## src/stw_pkg.sv

```systemverilog
// constants shared by both ends of the serial tuning word link
package stw_pkg;
  // ----------------------------------------------------------------
  // telegram layout
  // ----------------------------------------------------------------
  localparam int WORD_W = 8;
  localparam int TUNE_W = 5;
  localparam int TUNE_LSB_POS = 0;
  localparam int TUNE_MSB_POS = 4;
  localparam int STANDBY_POS = 5;
  localparam int ZERO_LO_POS = 6;
  localparam int ZERO_HI_POS = 7;
  localparam logic [WORD_W-1:0] WORD_RESET = 8'h00;
  localparam logic [TUNE_W-1:0] TUNE_MAX = 5'h1f;

  // ----------------------------------------------------------------
  // timing
  // ----------------------------------------------------------------
  localparam int CORE_CLK_MHZ = 100;
  localparam int CORE_PERIOD_PS = 1000000 / CORE_CLK_MHZ;
  localparam int SCL_MAX_MHZ = 26;
  // least scl period in ps, rounded up
  localparam int SCL_MIN_PERIOD_PS = (1000000 + SCL_MAX_MHZ - 1) / SCL_MAX_MHZ;
  // least cycles per half period so that the full period is never too short
  localparam int SCL_HALF_CYC =
    (SCL_MIN_PERIOD_PS + 2 * CORE_PERIOD_PS - 1) / (2 * CORE_PERIOD_PS);
  localparam int ESU_PS = 19200;
  localparam int EHD_PS = 19200;
  localparam int EOW_PS = 38400;
  localparam int ESU_CYC = (ESU_PS + CORE_PERIOD_PS - 1) / CORE_PERIOD_PS;
  localparam int EHD_CYC = (EHD_PS + CORE_PERIOD_PS - 1) / CORE_PERIOD_PS;
  localparam int EOW_CYC = (EOW_PS + CORE_PERIOD_PS - 1) / CORE_PERIOD_PS;
  localparam int WAKE_US = 100;
  localparam int WAKE_CYC = WAKE_US * CORE_CLK_MHZ;
  localparam int CNT_W = 8;
endpackage

```

## src/stw_link_if.sv

```systemverilog
// three wire link between serial master and tunable capacitor
`timescale 1ns/1ps
interface stw_link_if;
  logic latch_enable;
  logic scl;
  logic sda;
  modport master (output latch_enable, output scl, output sda);
  modport device (input latch_enable, input scl, input sda);
endinterface

```

## src/stw_master.sv

```systemverilog
// serial master end: frames a word on the three wire link from a user command
`timescale 1ns/1ps
module stw_master #(
  parameter int HALF_CYCLES = stw_pkg::SCL_HALF_CYC
) (
  input wire logic core_clk,
  input wire logic reset_n,
  stw_link_if.master link,
  input wire logic cmd_valid,
  input wire logic [stw_pkg::WORD_W-1:0] cmd_word,
  output logic cmd_ready_q
);
  // refuse half periods that break the shift clock limit or overflow the counter
  if (HALF_CYCLES < stw_pkg::SCL_HALF_CYC || HALF_CYCLES > 255) begin
    $error("stw_master: HALF_CYCLES too small or too large");
  end

  // ----------------------------------------------------------------
  // sequencer
  // ----------------------------------------------------------------
  typedef enum logic [2:0] {
    ST_IDLE, ST_SETUP, ST_LOW, ST_HIGH, ST_HOLD, ST_GAP
  } stw_state_e;

  stw_state_e state_q;
  logic [stw_pkg::CNT_W-1:0] cnt_q;
  logic [2:0] bits_q;
  logic [stw_pkg::WORD_W-1:0] word_q;
  logic en_q;
  logic scl_q;
  logic sda_q;

  assign link.latch_enable = en_q;
  assign link.scl = scl_q;
  assign link.sda = sda_q;

  localparam logic [stw_pkg::CNT_W-1:0] ESU_LOAD = stw_pkg::CNT_W'(stw_pkg::ESU_CYC - 1);
  localparam logic [stw_pkg::CNT_W-1:0] EHD_LOAD = stw_pkg::CNT_W'(stw_pkg::EHD_CYC - 1);
  localparam logic [stw_pkg::CNT_W-1:0] EOW_LOAD = stw_pkg::CNT_W'(stw_pkg::EOW_CYC - 1);
  localparam logic [stw_pkg::CNT_W-1:0] HALF_LOAD = stw_pkg::CNT_W'(HALF_CYCLES - 1);

  always_ff @(posedge core_clk or negedge reset_n) begin
    if (!reset_n) begin
      state_q <= ST_IDLE;
      cnt_q <= '0;
      bits_q <= '0;
      word_q <= stw_pkg::WORD_RESET;
      en_q <= 1'b0;
      scl_q <= 1'b0;
      sda_q <= 1'b0;
      cmd_ready_q <= 1'b1;
    end else begin
      if (cnt_q != '0) begin
        cnt_q <= cnt_q - 8'h01;
      end
      case (state_q)
        ST_IDLE: begin
          if (cmd_valid) begin
            // enable and first bit together, scl held low for the setup time
            en_q <= 1'b1;
            sda_q <= cmd_word[stw_pkg::WORD_W-1];
            word_q <= cmd_word;
            bits_q <= 3'h7;
            cnt_q <= ESU_LOAD;
            cmd_ready_q <= 1'b0;
            state_q <= ST_SETUP;
          end
        end
        ST_SETUP, ST_LOW: begin
          if (cnt_q == '0) begin
            scl_q <= 1'b1;
            cnt_q <= HALF_LOAD;
            state_q <= ST_HIGH;
          end
        end
        ST_HIGH: begin
          if (cnt_q == '0) begin
            scl_q <= 1'b0;
            if (bits_q == '0) begin
              cnt_q <= EHD_LOAD;
              state_q <= ST_HOLD;
            end else begin
              // next bit only on the falling clock
              sda_q <= word_q[bits_q - 3'h1];
              bits_q <= bits_q - 3'h1;
              cnt_q <= HALF_LOAD;
              state_q <= ST_LOW;
            end
          end
        end
        ST_HOLD: begin
          if (cnt_q == '0) begin
            en_q <= 1'b0;
            cnt_q <= EOW_LOAD;
            state_q <= ST_GAP;
          end
        end
        ST_GAP: begin
          if (cnt_q == '0) begin
            cmd_ready_q <= 1'b1;
            state_q <= ST_IDLE;
          end
        end
        default: begin
          state_q <= ST_IDLE;
          en_q <= 1'b0;
          scl_q <= 1'b0;
          cmd_ready_q <= 1'b1;
        end
      endcase
    end
  end
endmodule

```

## src/flat_wrapper.sv

```systemverilog
// flat-port wrapper written by rule: the top's interface ports become plain ports
module stw_master_flat 
#(
  parameter int HALF_CYCLES = stw_pkg::SCL_HALF_CYC
)
  (core_clk, reset_n, cmd_valid, cmd_word, cmd_ready_q, link_latch_enable, link_scl, link_sda);
  stw_link_if link_i ();
  input wire logic core_clk;
  input wire logic reset_n;
  input wire logic cmd_valid;
  input wire logic [stw_pkg::WORD_W-1:0] cmd_word;
  output logic cmd_ready_q;
  output wire logic [$bits(link_i.latch_enable)-1:0] link_latch_enable;
  output wire logic [$bits(link_i.scl)-1:0] link_scl;
  output wire logic [$bits(link_i.sda)-1:0] link_sda;
  assign link_latch_enable = link_i.latch_enable;
  assign link_scl = link_i.scl;
  assign link_sda = link_i.sda;
  stw_master #(.HALF_CYCLES(HALF_CYCLES)) u_core (.core_clk(core_clk), .reset_n(reset_n), .link(link_i), .cmd_valid(cmd_valid), .cmd_word(cmd_word), .cmd_ready_q(cmd_ready_q));
endmodule
```

## config.mk

```make
export PLATFORM = sky130hd
export DESIGN_NAME = stw_master_flat
export DESIGN_NICKNAME = d
export VERILOG_FILES = /design/src/stw_pkg.sv /design/src/stw_link_if.sv /design/src/stw_master.sv /design/src/flat_wrapper.sv
export SDC_FILE = /design/constraint.sdc
export NUM_CORES = 1
export LEC_CHECK = 0
export ABC_CLOCK_PERIOD_IN_PS = 2880
export BUFFER_PORTS_ARGS = -buffer_cell sky130_fd_sc_hd__buf_2
export CAP_MARGIN = 15
export CORE_MARGIN = 4
export CORE_UTILIZATION = 35
export CTS_BUF_LIST = sky130_fd_sc_hd__clkbuf_2
export CTS_CLUSTER_DIAMETER = 40
export DETAILED_ROUTE_END_ITERATION = 10
export SYNTH_ARGS = -nofsm -noshare
export SYNTH_HDL_FRONTEND = slang
export SYNTH_SLANG_ARGS = --single-unit
```

## constraint.sdc

```tcl
create_clock -name core_clk -period 2.88 [get_ports core_clk]
set_input_delay 0.144 -clock core_clk [delete_from_list [all_inputs] [get_ports core_clk]]
set_output_delay 0.144 -clock core_clk [all_outputs]
set_load 0.05 [all_outputs]
```

== Yosys cells after proc, flatten, opt, wreduce, memory -nomap -nowiden ==
Index checks and enable logic that the tools add are counted.
Storage, ports and cells
  flip-flop bits (word level): 26
  bits in latches: 0
  RAM bits: 0
  memory bits (read-only): 0
  bits of input ports: 11
  output and inout bits: 4
  logic and storage cells: 70
  memories: 0
Operators by class
  add/subtract/negate cells: 2
  multiply operators: 0
  div/mod/pow operators: 0
  $lt $le $gt $ge: 1
  eq/ne operators: 11
  shift operators: 0
  mux-type cells: 29
  bitwise operators: 3
  reductions and logical operators: 16
Operators with widths (count)
  two-way mux 8 bit: 4
  two-way mux 3 bit: 9
  case mux 8 bit (3 select lines): 1
  case mux 3 bit (5 select lines): 1
  case mux 1 bit (3 select lines): 3
  AND reduction 3 bit: 3
  logical NOT 8 bit: 1
  two-way mux 1 bit: 8
  != test 2 x 1 -> 1 bit (second input constant): 4
  nonzero test 8 bit: 1
  OR reduction 4 bit: 2
  subtractor 8 x 1 -> 8 bit (second input constant): 1
  equality test 3 x 2 -> 1 bit (second input constant): 2
  equality test 3 bit (second input constant): 2
  logical NOT 3 bit: 2
  case mux 3 bit (2 select lines): 1
  OR reduction 3 bit: 2
  AND reduction 5 bit: 1
  < comparator 3 x 4 -> 1 bit (second input constant): 1
  != test 2 bit (second input constant): 2
  AND reduction 4 bit: 1
  binary-select mux 1 bit (select 3 bit): 1
  equality test 3 x 1 -> 1 bit (second input constant): 1
  NOT 1 bit: 3
  other kinds (5): 5

== Longest topological paths before layout ==
Gate-level depths: netlist (run 1).
  word-level depth: 6
  mapped depth: 10
  mapped depth without buffers: 10

== Worst setup path before layout (run 1) ==
OpenSTA, ideal clock, no wires.
  path kind: register -> register
  start: reg u_core.cnt_q[0] (netlist bit)
  end: reg u_core.cnt_q[0] (netlist bit)
  setup time: 137 ps
  arrival: 1984 ps
  required time: 2743 ps
  path slack: 759 ps
  stages on the path, launching flop included: 9
  buffers on the path: 0
  clock period less this slack: 2121 ps
  path through: dfrtp_1 > inv_1 > ha_1 > or3b_2 > nor2_1 > inv_1 > ha_1 > o41ai_1 > o21ai_0
On the way
  word-level cells in the longest chain between the ends: 4
  elaborated cells on any way between the ends: 8
  those cells by class: add/sub (1); mux (5); reduce/logical (2)
Ends and longest elaborated chain
  start, declared: line stw_master.sv:26  | logic [stw_pkg::CNT_W-1:0] cnt_q;
  start signal, assigned: line stw_master.sv:54  | cnt_q <= cnt_q - 8'h01;
  subtractor 8 x 1 -> 8 bit or nonzero test 8 bit (tied branches): line stw_master.sv:54, stw_master.sv:53
  two-way mux 8 bit: line stw_master.sv:53  | if (cnt_q != '0) begin
  two-way mux 8 bit, on equally long branches: line stw_master.sv:92, stw_master.sv:58, stw_master.sv:77
  case mux 8 bit (3 select lines) *: line stw_master.sv:56  | case (state_q)
Every way passes the cells marked *; elsewhere a longest branch is shown, timed or not.
A chain may end at the register's enable or synchronous reset.

== Worst setup path after layout (run 1) ==
  start: reg u_core.cnt_q[1] (netlist bit)
  end: reg u_core.cnt_q[0] (netlist bit)
On the way
  word-level cells in the longest chain between the ends: 4
  elaborated cells on any way between the ends: 7
  those cells by class: mux (5); reduce/logical (2)
Ends and longest elaborated chain (line)
  nonzero test 8 bit: stw_master.sv:53
  two-way mux 8 bit: stw_master.sv:53
  two-way mux 8 bit, on equally long branches: stw_master.sv:92, stw_master.sv:58, stw_master.sv:77
  case mux 8 bit (3 select lines) *: stw_master.sv:56
Marked as above.

==> results by group, run 1 <==
Status
  – Outcome: completed

Hold path
  – Hold Path Class: input pin to register
  – Hold Startpoint: cmd_valid
  – Hold worst-path end: u_core.link.latch_enable$_DFFE_PN0P_
  – Hold depth: 3

Timing
  – RSZ-0062 raised after global routing: false
  – Layout Skew: 0.0157 ns
  – Fmax: 414 MHz
  – Slew HR: 61.7%
  – Final hold violations: 0
  – Actual slew at the worst max-slew pin: 0.574 ns
  – Final setup viols: 0
  – Fin worst setup slack: between 0.4 and 0.5 ns
  – Fin crit period: 2.41 ns
  – Setup TNS: 0 ns
  – Final Cycle Share: 83.8%
  – Slew Limit Fails: 0

Floorplan
  – Die W: 69.9 um
  – Die area: 4890 um2
  – Core Area: 3690 um2
  – Io pins: 15
  – Effective utilization at floorplan: 36.4%
  – Die Ht: 69.9 um
  – # rows: 22

Global route
  – First-pass GRT wire length: ~4300 um
  – Initial antenna violation count: 0
  – GRT overflow: 0
  – Tot GR Track Use: between 10 and 15%
  – Pin count of the biggest net entering global routing: 27
  – Vias in the first global route: 940

Clock network
  – CTS tree: done
  – Clk Latency, worst-skew pair: 0.34 ns
  – Post-CTS Setup Bufs: 0
  – H-Tree Depth: 1
  – CTS Sinks: 26
  – Clock tree buffer depth: 2
  – Clk slew on worst S/H paths: roughly 0.24 ns
  – TritonCTS Buffers: 3
  – CTS root buffer: clkbuf_2
  – Resized cells post-CTS: 0
  – Hold Buf Count CTS: 5

Placement
  – Post-DP Area: 1470 um2
  – Dpl ws: 0.536 ns
  – PortBufs: 14
  – HPWL Detailed: between 1500 and 2000 um
  – GPL Wtd Cong: approximately 0.83

Worst setup path
  – Critical Path End Type: register
  – Startpoint types: register
  – Critical Path AT: 2.64 ns
  – CP Max Fanout: 6
  – R2R Path End: u_core.cnt_q[0]$_DFF_PN0_
  – Cells on worst reg2reg path: 8
  – Crit Path Class: register to register
  – Reg-to-Reg Start: u_core.cnt_q[1]$_DFF_PN0_
  – Worst Path Required: 3.11 ns
  – FF-to-FF setup slack: between 0.4 and 0.5 ns

Power
  – Switching Share: 38.9%
  – Final Power: about 1.4 mW
  – Pleak: 0.656 nW
  – Cell-internal power: between 0.8 and 0.9 mW
  – Clock power share: 9.8%
  – P per Cell Area: 874 nW/um2
  – Logic pwr share: 41.0%
  – Worst vdd ir: about 0.00030 V
  – Register share of total power: approximately 49%
  – Sw Pwr: 0.536 mW

Yosys
  – Post-synth EDFFs: 0
  – Mapped Nets: about 140
  – #FFs+latches synth: 26
  – Top cell type's share of synthesized area: 46.6%
  – Post-Syn Area: ~1300 um2
  – Yosys cell types: 37
  – Register area share after synthesis: 48.6%
  – Post-synth top area cell: dfrtp_1
  – Post-synth top cells: dfrtp_1 (25), nor2_1 (12), mux2_2 (9)
  – Syn avg cell area: 11.2 um2
  – Ys Warns: 0
  – Synthesized instance count: 120
  – Top-count cell post-synth: dfrtp_1
  – Ys flop type: dfrtp_1
  – Area contributors post-synth: dfrtp_1 (47%), mux2_2 (7.6%), ha_1 (4.7%), xnor2_1 (3.9%), mux4_2 (3.4%)
  – Asr flop ratio synth: 100%

Layout
  – Area of the multi-input gates: 649 um2
  – Proportion of layout cells with a drive suffix above 1: about a quarter
  – Final Cell Area: 1580 um2
  – Fill count: 364
  – Antenna Cells: 0
  – Final net count: 161
  – Layout area overhead: 17.6%
  – Storage cell area: 652 um2

Drt
  – Final wirelength: ~2500 um
  – Via-to-Cell Ratio: 5.01
  – DR vias: between 900 and 1k
  – Drt first pass iters: 4
  – 1st-iter DRT viols: 19
  – DRT antenna net count: 0
  – DRC Markers: 0
  – DR WL/cell: 12.8 um

Run
  – Max-cap violations: 0
-- layout by cell type (no fill, tap or decap), types with 2 or more instances in the layout --
master	instances
nor2b_1	2
o21ai_0	3
nor4_1	2
nor2_1	12
inv_1	8
dfrtp_1	25
mux2_2	9
dlygate4sd3_1	9
ha_1	5
xnor2_1	6
o21a_1	2
buf_2	14
a21oi_1	7
nand3_1	2
mux4_2	2
clkbuf_2	3
nand2_1	3
nor3_1	5
xor2_1	2
o22ai_1	2
-- state kept, by name, indices dropped and copies added, names as in the netlist --
name	count
u_core.cnt_q	8
u_core.link.scl	1
u_core.word_q	8
u_core.cmd_ready_q	1
u_core.bits_q	3
u_core.link.latch_enable	1
u_core.state_q	3
u_core.link.sda	1
-- critical path, cell delays in order (launching register included) --
cell     delay, ns
dfrtp_1       0.49
inv_1         0.10
ha_1          0.13
or3b_2        0.50
nor2_1        0.22
inv_1         0.16
ha_1          0.31
o41ai_1       0.26
o21ai_0       0.13
-- metrics by stage --
stage / util (%) / hold slack (ns) / std cells
5_1_grt: 42.8 / 0.137 / 192
6_report: 42.8 / 0.154 / 192
4_1_cts: 41.7 / 0.000961 / 188
3_3_place_gp: 39.8 / 0.170 / 179
3_5_place_dp: 39.8 / 0.178 / 179
2_1_floorplan: - / -0.152 / 120
-- power by group through the flow --
stage	combinational [mW]	sequential (mW)	clock, mW
final	0.566	0.679	0.135
after global routing	0.640	0.710	0.159
after CTS	0.574	0.680	0.145
after detailed placement	0.568	0.687	0
after global placement	0.547	0.679	0
after floorplan	0.458	0.655	0
-- kinds of logic after synthesis --
kind of cell	share of synthesized area (%)
and+or+nand+nor	14.3
DFF	48.6
AOI/OAI and AO/OA	10.3
muxes	12.8
buffers and inverters	3.45
xor gates and xnor gates	5.22
adders and majority gates	5.41
-- worst max-delay path by stage --
stage | start | endpoint | slack, ns | cells past startpoint
3_3_place_gp | u_core.cnt_q[0]$_DFF_PN0_ | u_core.cnt_q[0]$_DFF_PN0_ | 0.65 | 8
3_5_place_dp | u_core.cnt_q[1]$_DFF_PN0_ | u_core.cnt_q[0]$_DFF_PN0_ | 0.54 | 8
4_1_cts | u_core.cnt_q[1]$_DFF_PN0_ | u_core.cnt_q[0]$_DFF_PN0_ | 0.51 | 8
6_report | u_core.cnt_q[1]$_DFF_PN0_ | u_core.cnt_q[0]$_DFF_PN0_ | 0.47 | 8
5_1_grt | u_core.cnt_q[1]$_DFF_PN0_ | u_core.cnt_q[0]$_DFF_PN0_ | 0.30 | 8
2_1_floorplan | u_core.cnt_q[0]$_DFF_PN0_ | u_core.cnt_q[0]$_DFF_PN0_ | 0.76 | 8
-- routing by layer --
metal	vias up	GRT usage, %	wire length (um)
met4	0	3.83	36
met3	4	2.30	65
met5	-	0	0
met1	471	14.9	1190
met2	11	16.8	1170
li1	475	-	-
-- layout make-up --
type	instances	share of cell area (%)
Sequential cell	26	41.3
Clock inverter	1	0.238
Multi-Input combinational cell	82	41.2
Tap cell	48	3.81
Inverter	8	1.90
Timing Repair Buffer	24	10.6
Clock buffer	3	0.952
Note: power is estimated with default switching activity, not from simulation.
==> inputs of run 2 (changes only) <==
- ABC_CLOCK_PERIOD_IN_PS: 2880 -> 2130
- clock period: 2.88 -> 2.13 ns (I/O delays scaled with it)
==> run 2 against run 1 <==
  * Wire length rose by 13%
  * Worst hold slack got worse by 0.054 ns
  * Sequential share of layout area fell by 3.0 points
  * Worst setup slack got worse by 0.31 ns
  * Clock power rose by 130%
  * Critical path type unchanged
==> results by group, run 2 (synthesis gave the netlist of run 1 again) <==
Status
  – Outcome: completed

Worst setup path
  – Startpoint types: register
  – Slowest Stage Delay on Critical Path: 0.44 ns
  – Crit path top cell by count: inv_1
  – Worst Path Required: about 2.4 ns
  – Crit Path Class: register to register
  – Crit path cell chain: inv_1 -> ha_1 -> or3b_4 -> nor2_4 -> inv_1 -> ha_4 -> o41ai_2 -> o21ai_1
  – FF-to-FF setup slack: 0.15 ns
  – Critical-path top delay cell: dfrtp_1
  – CP Max Fanout: 3
  – Critical Path AT: 2.25 ns
  – Critical Path End Type: register

Placement
  – Dpl cells: 186
  – Post-DP Area: 1520 um2
  – HPWL Detailed: 1950 um
  – PortBufs: 14
  – GPL Wtd Cong: 0.824

Drt
  – Met2 wire length: 1420 um
  – 1st-iter DRT viols: 39
  – DR top layer: met4
  – Met1 WL: 1260 um
  – DR vias: 1,010
  – DRT antenna net count: 0
  – DR WL/cell: 13.8 um
  – Via-to-Cell Ratio: 5.02
  – WL met3: 75 um
  – Final wirelength: about 2800 um
  – Drt first pass iters: 4
  – DRC Markers: 0

Clock network
  – Clk Latency, worst-skew pair: 0.35 ns
  – CTS Sinks: 26
  – Clock tree buffer depth: 2
  – Clk slew on worst S/H paths: 0.25 ns
  – H-Tree Depth: 1
  – CTS tree: done
  – TritonCTS Buffers: 3
  – CTS root buffer: clkbuf_2

Layout
  – Commonest non-fill, non-tap cell in the layout: dfrtp_1
  – Registers with the most flip-flops: u_core.cnt_q (8), u_core.word_q (8)
  – Final Cell Area: between 1500 and 2000 um2
  – Post-layout util: between 40% and 50%
  – Proportion of layout cells with a drive suffix above 1: 32.0%
  – Antenna Cells: 0
  – Layout area overhead: 26.9%
  – Final net count: 170
  – Most frequent cells in the layout: dfrtp_1 (25), buf_2 (14), nor2_1 (11)
  – Area of the multi-input gates: just under 700 um2
  – Post-Layout Cell Count: 201
  – Fill count: 361
  – Storage cell area: 652 um2

Timing
  – Final setup viols: 0
  – Fin crit period: 1.98 ns
  – Final hold violations: 0
  – Fmax: ~510 MHz
  – Fin Hold WS: 0.100 ns
  – Layout Skew: 0.00442 ns
  – Slew Limit Fails: 0
  – Actual slew at the worst max-slew pin: around 0.58 ns
  – Setup TNS: 0 ns
  – Slew HR: 61.4%
  – Final Cycle Share: 92.7%

Global route
  – Vias in the first global route: 1,080
  – Pin count of the biggest net entering global routing: 27
  – Tot GR Track Use: between 10% and 20%
  – Initial antenna violation count: 0
  – GRT overflow: 0
  – First-pass GRT wire length: 4770 um

Power
  – Cell-internal power: between 1 and 1.5 mW
  – Register share of total power: 40.9%
  – Switching Share: a little under two fifths
  – Worst vdd ir: about 0.00043 V
  – Logic pwr share: between 40 and 50%
  – Sw Pwr: 0.789 mW
  – Pleak: 0.719 nW
  – Clock power share: 14.6%
  – P per Cell Area: about 1300 nW/um2

Floorplan
  – Core Area: 3690 um2
  – Die W: 69.9 um
  – Effective utilization at floorplan: 36.4%
  – Io pins: 15
  – # rows: 22
  – Die Ht: 69.9 um
  – Die area: about 4900 um2

Run
  – Max-cap violations: 0

Hold path
  – Hold Path Class: input pin to register
==> run 2: cell types whose count changed in the layout (fill, tap and decap cells not counted), sizes merged <==
cell | previous run | this run
buf | 15 | 24
bufinv | 0 | 1
clkinv | 1 | 0
==> run 2: layer usage <==
metal | vias up | global-route usage (%)
li1 | 493 | -
met1 | 501 | 15.0
met2 | 14 | 20.5
met3 | 2 | 1.87
met4 | 0 | 4.47
met5 | - | 0
==> run 2: power groups by stage <==
stage	clock network, mW	registers (mW)	logic, mW
2_1_floorplan	0	0.886	0.620
3_3_place_gp	0	0.861	0.822
3_5_place_dp	0	0.881	0.857
4_1_cts	0.321	0.869	0.891
5_1_grt	0.343	0.902	1.07
6_report	0.313	0.874	0.951
==> run 2: area by class of cell <==
| class | instances | area share, % |
|---|---|---|
| flip-flops and latches | 26 | 38.3 |
| clock inverters | 1 | 1.76 |
| clock buffers | 3 | 0.882 |
| multi-input cells | 82 | 39.9 |
| repair buffers | 33 | 13.8 |
| inverters | 8 | 1.76 |
| well taps | 48 | 3.53 |
==> run 2: stage by stage <==
step | power [mW] | worst slack (ns)
floorplan | 1.51 | 0.00932
global placement | 1.68 | 0.154
detailed placement | 1.74 | 0.00397
CTS | 2.08 | 0.0235
global route | 2.32 | -0.00544
finish | 2.14 | 0.155
==> run 2: worst paths after layout <==
check | cells past startpoint | to | startpoint
worst max register to register | 8 | u_core.cnt_q[0]$_DFF_PN0_ | u_core.cnt_q[1]$_DFF_PN0_
worst min-delay path | 3 | u_core.cnt_q[0]$_DFF_PN0_ | cmd_valid
worst max-delay path | 8 | u_core.cnt_q[0]$_DFF_PN0_ | u_core.cnt_q[1]$_DFF_PN0_
max in group asynchronous | 2 | u_core.cnt_q[3]$_DFF_PN0_ | reset_n
worst min register to register | 2 | u_core.cmd_ready_q$_DFFE_PN1P_ | u_core.cmd_ready_q$_DFFE_PN1P_
min in group asynchronous | 2 | u_core.word_q[0]$_DFFE_PN0P_ | reset_n
==> run 2: critical path, delay by kind of cell (launching register included) <==
kind                     cells  cell delay, ns
AND/OR/NAND/NOR              2            0.54
AO/OA/AOI/OAI                2            0.40
flip-flops                   1            0.44
adder cells (fa/ha/maj)      2            0.36
buffers and inverters        2            0.16
==> run 2: repair_timing <==
action	in CTS	in global routing
endpoints found under the hold margin	33	0
setup endpoints to repair	1	7
gates resized for setup	1	6
hold buffers	9	0
pin swaps	0	4
setup buffers	0	2
==> inputs of run 3 (changes only) <==
- ABC_CLOCK_PERIOD_IN_PS: 2130 -> unset
- CORE_ASPECT_RATIO: unset -> 1.25
- CORE_MARGIN: 4 -> unset
==> run 3 against run 2 <==
  * The flow now finishes with violations (design-rule violations)
  * Via count shrank 1.8%
  * Final cell count is 6.0% lower
  * Worst hold slack better by 0.0067 ns
  * Largest power group is now sequential cells
  * Critical endpoint unchanged
  * Count of clock-buffer cells in the layout unchanged
  * Worst setup slack lost 0.082 ns
  * Power is 9.7% lower
  * Non-clock buffer count shrank 3
  * Clock power decreased by 40%
  * First-iteration DRC count shrank 2.6%
  * Die area is 16% lower
  * Combinational power down 9.3%
  * Sequential power rose by 0.5%
==> results by group, run 3 (synthesis gave the netlist of run 1 again) <==
Clock network
  – Clk Latency, worst-skew pair: around 0.35 ns
  – CTS tree: done
  – Post-CTS Setup Bufs: 0
  – CTS root buffer: clkbuf_2
  – TritonCTS Buffers: 3
  – Clock tree buffer depth: 2
  – Clk slew on worst S/H paths: around 0.25 ns
  – CTS Sinks: 26
  – H-Tree Depth: 1

Floorplan
  – Effective utilization at floorplan: 37.5%
  – # rows: 24
  – Core Area: 3570 um2
  – Io pins: 15
  – Die W: 57.4 um
  – Die area: 4090 um2
  – Die Ht: ~71 um

Power
  – Final Power: 1.93 mW
  – Pleak: 0.690 nW
  – P per Cell Area: 1190 nW/um2
  – Worst vdd ir: 0.000560 V

Hold path
  – Hold Path Class: input pin to register
  – Hold worst-path end: u_core.link.latch_enable$_DFFE_PN0P_
  – Hold depth: 3
  – Hold Startpoint: cmd_valid

Layout
  – Commonest non-fill, non-tap cell in the layout: dfrtp_1
  – Most frequent cells in the layout: dfrtp_1 (25), buf_2 (14), nor2_1 (11)
  – Registers with the most flip-flops: u_core.cnt_q (8), u_core.word_q (8)
  – Final Cell Area: 1620 um2
  – Final net count: roughly 170
  – Fill count: 344
  – Antenna Cells: 0
  – Post-layout util: between 40% and 50%
  – Layout area overhead: 21.1%
  – Proportion of layout cells with a drive suffix above 1: between 20% and 30%

Timing
  – Final setup viols: 0
  – RSZ-0062 raised after global routing: false
  – Actual slew at the worst max-slew pin: around 0.58 ns
  – Fin Hold WS: 0.107 ns
  – Final Cycle Share: between 90% and 100%
  – Fin crit period: between 2 and 2.5 ns
  – Layout Skew: 0.00905 ns
  – Fmax: 486 MHz
  – Setup TNS: 0 ns
  – Slew Limit Fails: 0
  – Slew HR: 61.1%
  – Final hold violations: 0

Global route
  – Initial antenna violation count: 0
  – GRT overflow: 0
  – First-pass GRT wire length: ~4700 um
  – Vias in the first global route: 1,022
  – Pin count of the biggest net entering global routing: 27
  – Tot GR Track Use: 14.8%

Worst setup path
  – Critical Path End Type: register
  – R2R Path End: u_core.cnt_q[0]$_DFF_PN0_
  – Cells on worst reg2reg path: 8
  – CP Max Fanout: 4
  – FF-to-FF setup slack: 0.07 ns
  – Worst Path Required: 2.37 ns
  – Startpoint types: register
  – Reg-to-Reg Start: u_core.cnt_q[4]$_DFF_PN0_
  – Critical Path AT: 2.30 ns
  – Crit Path Class: register to register

Drt
  – DRT antenna net count: 0
  – DRC Markers: 2
  – Drt first pass iters: 10
  – Final wirelength: 2610 um
  – 1st-iter DRT viols: 38
  – DR vias: roughly 990
  – Via-to-Cell Ratio: 5.25
  – DR WL/cell: 13.8 um

Placement
  – PortBufs: 14
  – GPL Wtd Cong: roughly 0.83
  – Post-DP Area: 1500 um2
  – HPWL Detailed: approximately 1800 um

Status
  – Outcome: complete, but fails checks
  – Failing checks: design-rule violations

Run
  – Max-cap violations: 0
-- run 3: how the worst max path moves through the flow --
stage,startpoint,end,cells past startpoint,slack (ns)
6_report,u_core.cnt_q[4]$_DFF_PN0_,u_core.cnt_q[0]$_DFF_PN0_,8,0.07
5_1_grt,u_core.cnt_q[4]$_DFF_PN0_,u_core.cnt_q[0]$_DFF_PN0_,8,0.01
4_1_cts,u_core.cnt_q[1]$_DFF_PN0_,u_core.cnt_q[0]$_DFF_PN0_,8,0.006
3_5_place_dp,u_core.cnt_q[0]$_DFF_PN0_,u_core.cnt_q[0]$_DFF_PN0_,8,0.06
3_3_place_gp,u_core.cnt_q[0]$_DFF_PN0_,u_core.cnt_q[0]$_DFF_PN0_,8,0.14
2_1_floorplan,u_core.cnt_q[0]$_DFF_PN0_,u_core.cnt_q[0]$_DFF_PN0_,8,0.009
-- run 3: metrics by stage --
stage | worst slack, ns | std cells
4_1_cts | 0.00608 | 189
2_1_floorplan | 0.00932 | 120
6_report | 0.0728 | 189
3_3_place_gp | 0.142 | 176
3_5_place_dp | 0.0648 | 176
5_1_grt | 0.00956 | 189
-- run 3: area by class of cell --
cell class                      instances  area, um2  area share, %
Tap cell                               39       48.8           3.00
Clock buffer                            3       15.0          0.924
Sequential cell                        26        652           40.1
Clock inverter                          1       3.75          0.231
Timing Repair Buffer                   30        213           13.1
Multi-Input combinational cell         82        662           40.8
Inverter                                8       30.0           1.85
-- run 3: metal layers --
layer | up-vias | GRT usage (%) | part of all wire, %
met3 | 6 | 2.17 | 2.4
li1 | 486 | - | -
met1 | 476 | 19.2 | 46
met4 | 0 | 4.07 | 1.0
met2 | 24 | 25.5 | 51
met5 | - | 0 | 0
-- run 3: critical path: stages (launching register included) --
cell and delay (ns):
dfrtp_1 0.48, or4_4 0.60, nor2_2 0.15, inv_1 0.07
ha_1 0.31, o21ai_0 0.08, o31ai_1 0.10, nand2_1 0.08
o21ai_0 0.09
-- run 3: repair_timing --
item,in CTS,in global routing
setup endpoints to repair,1,2
hold buffers,9,0
resized for setup,1,2
hold endpoints to repair,33,0
-- run 3: power by group --
group	internal [mW]	switching, mW	total, mW
Combinational	0.450	0.413	0.863
Clock	0.0408	0.148	0.189
Sequential	0.698	0.181	0.878
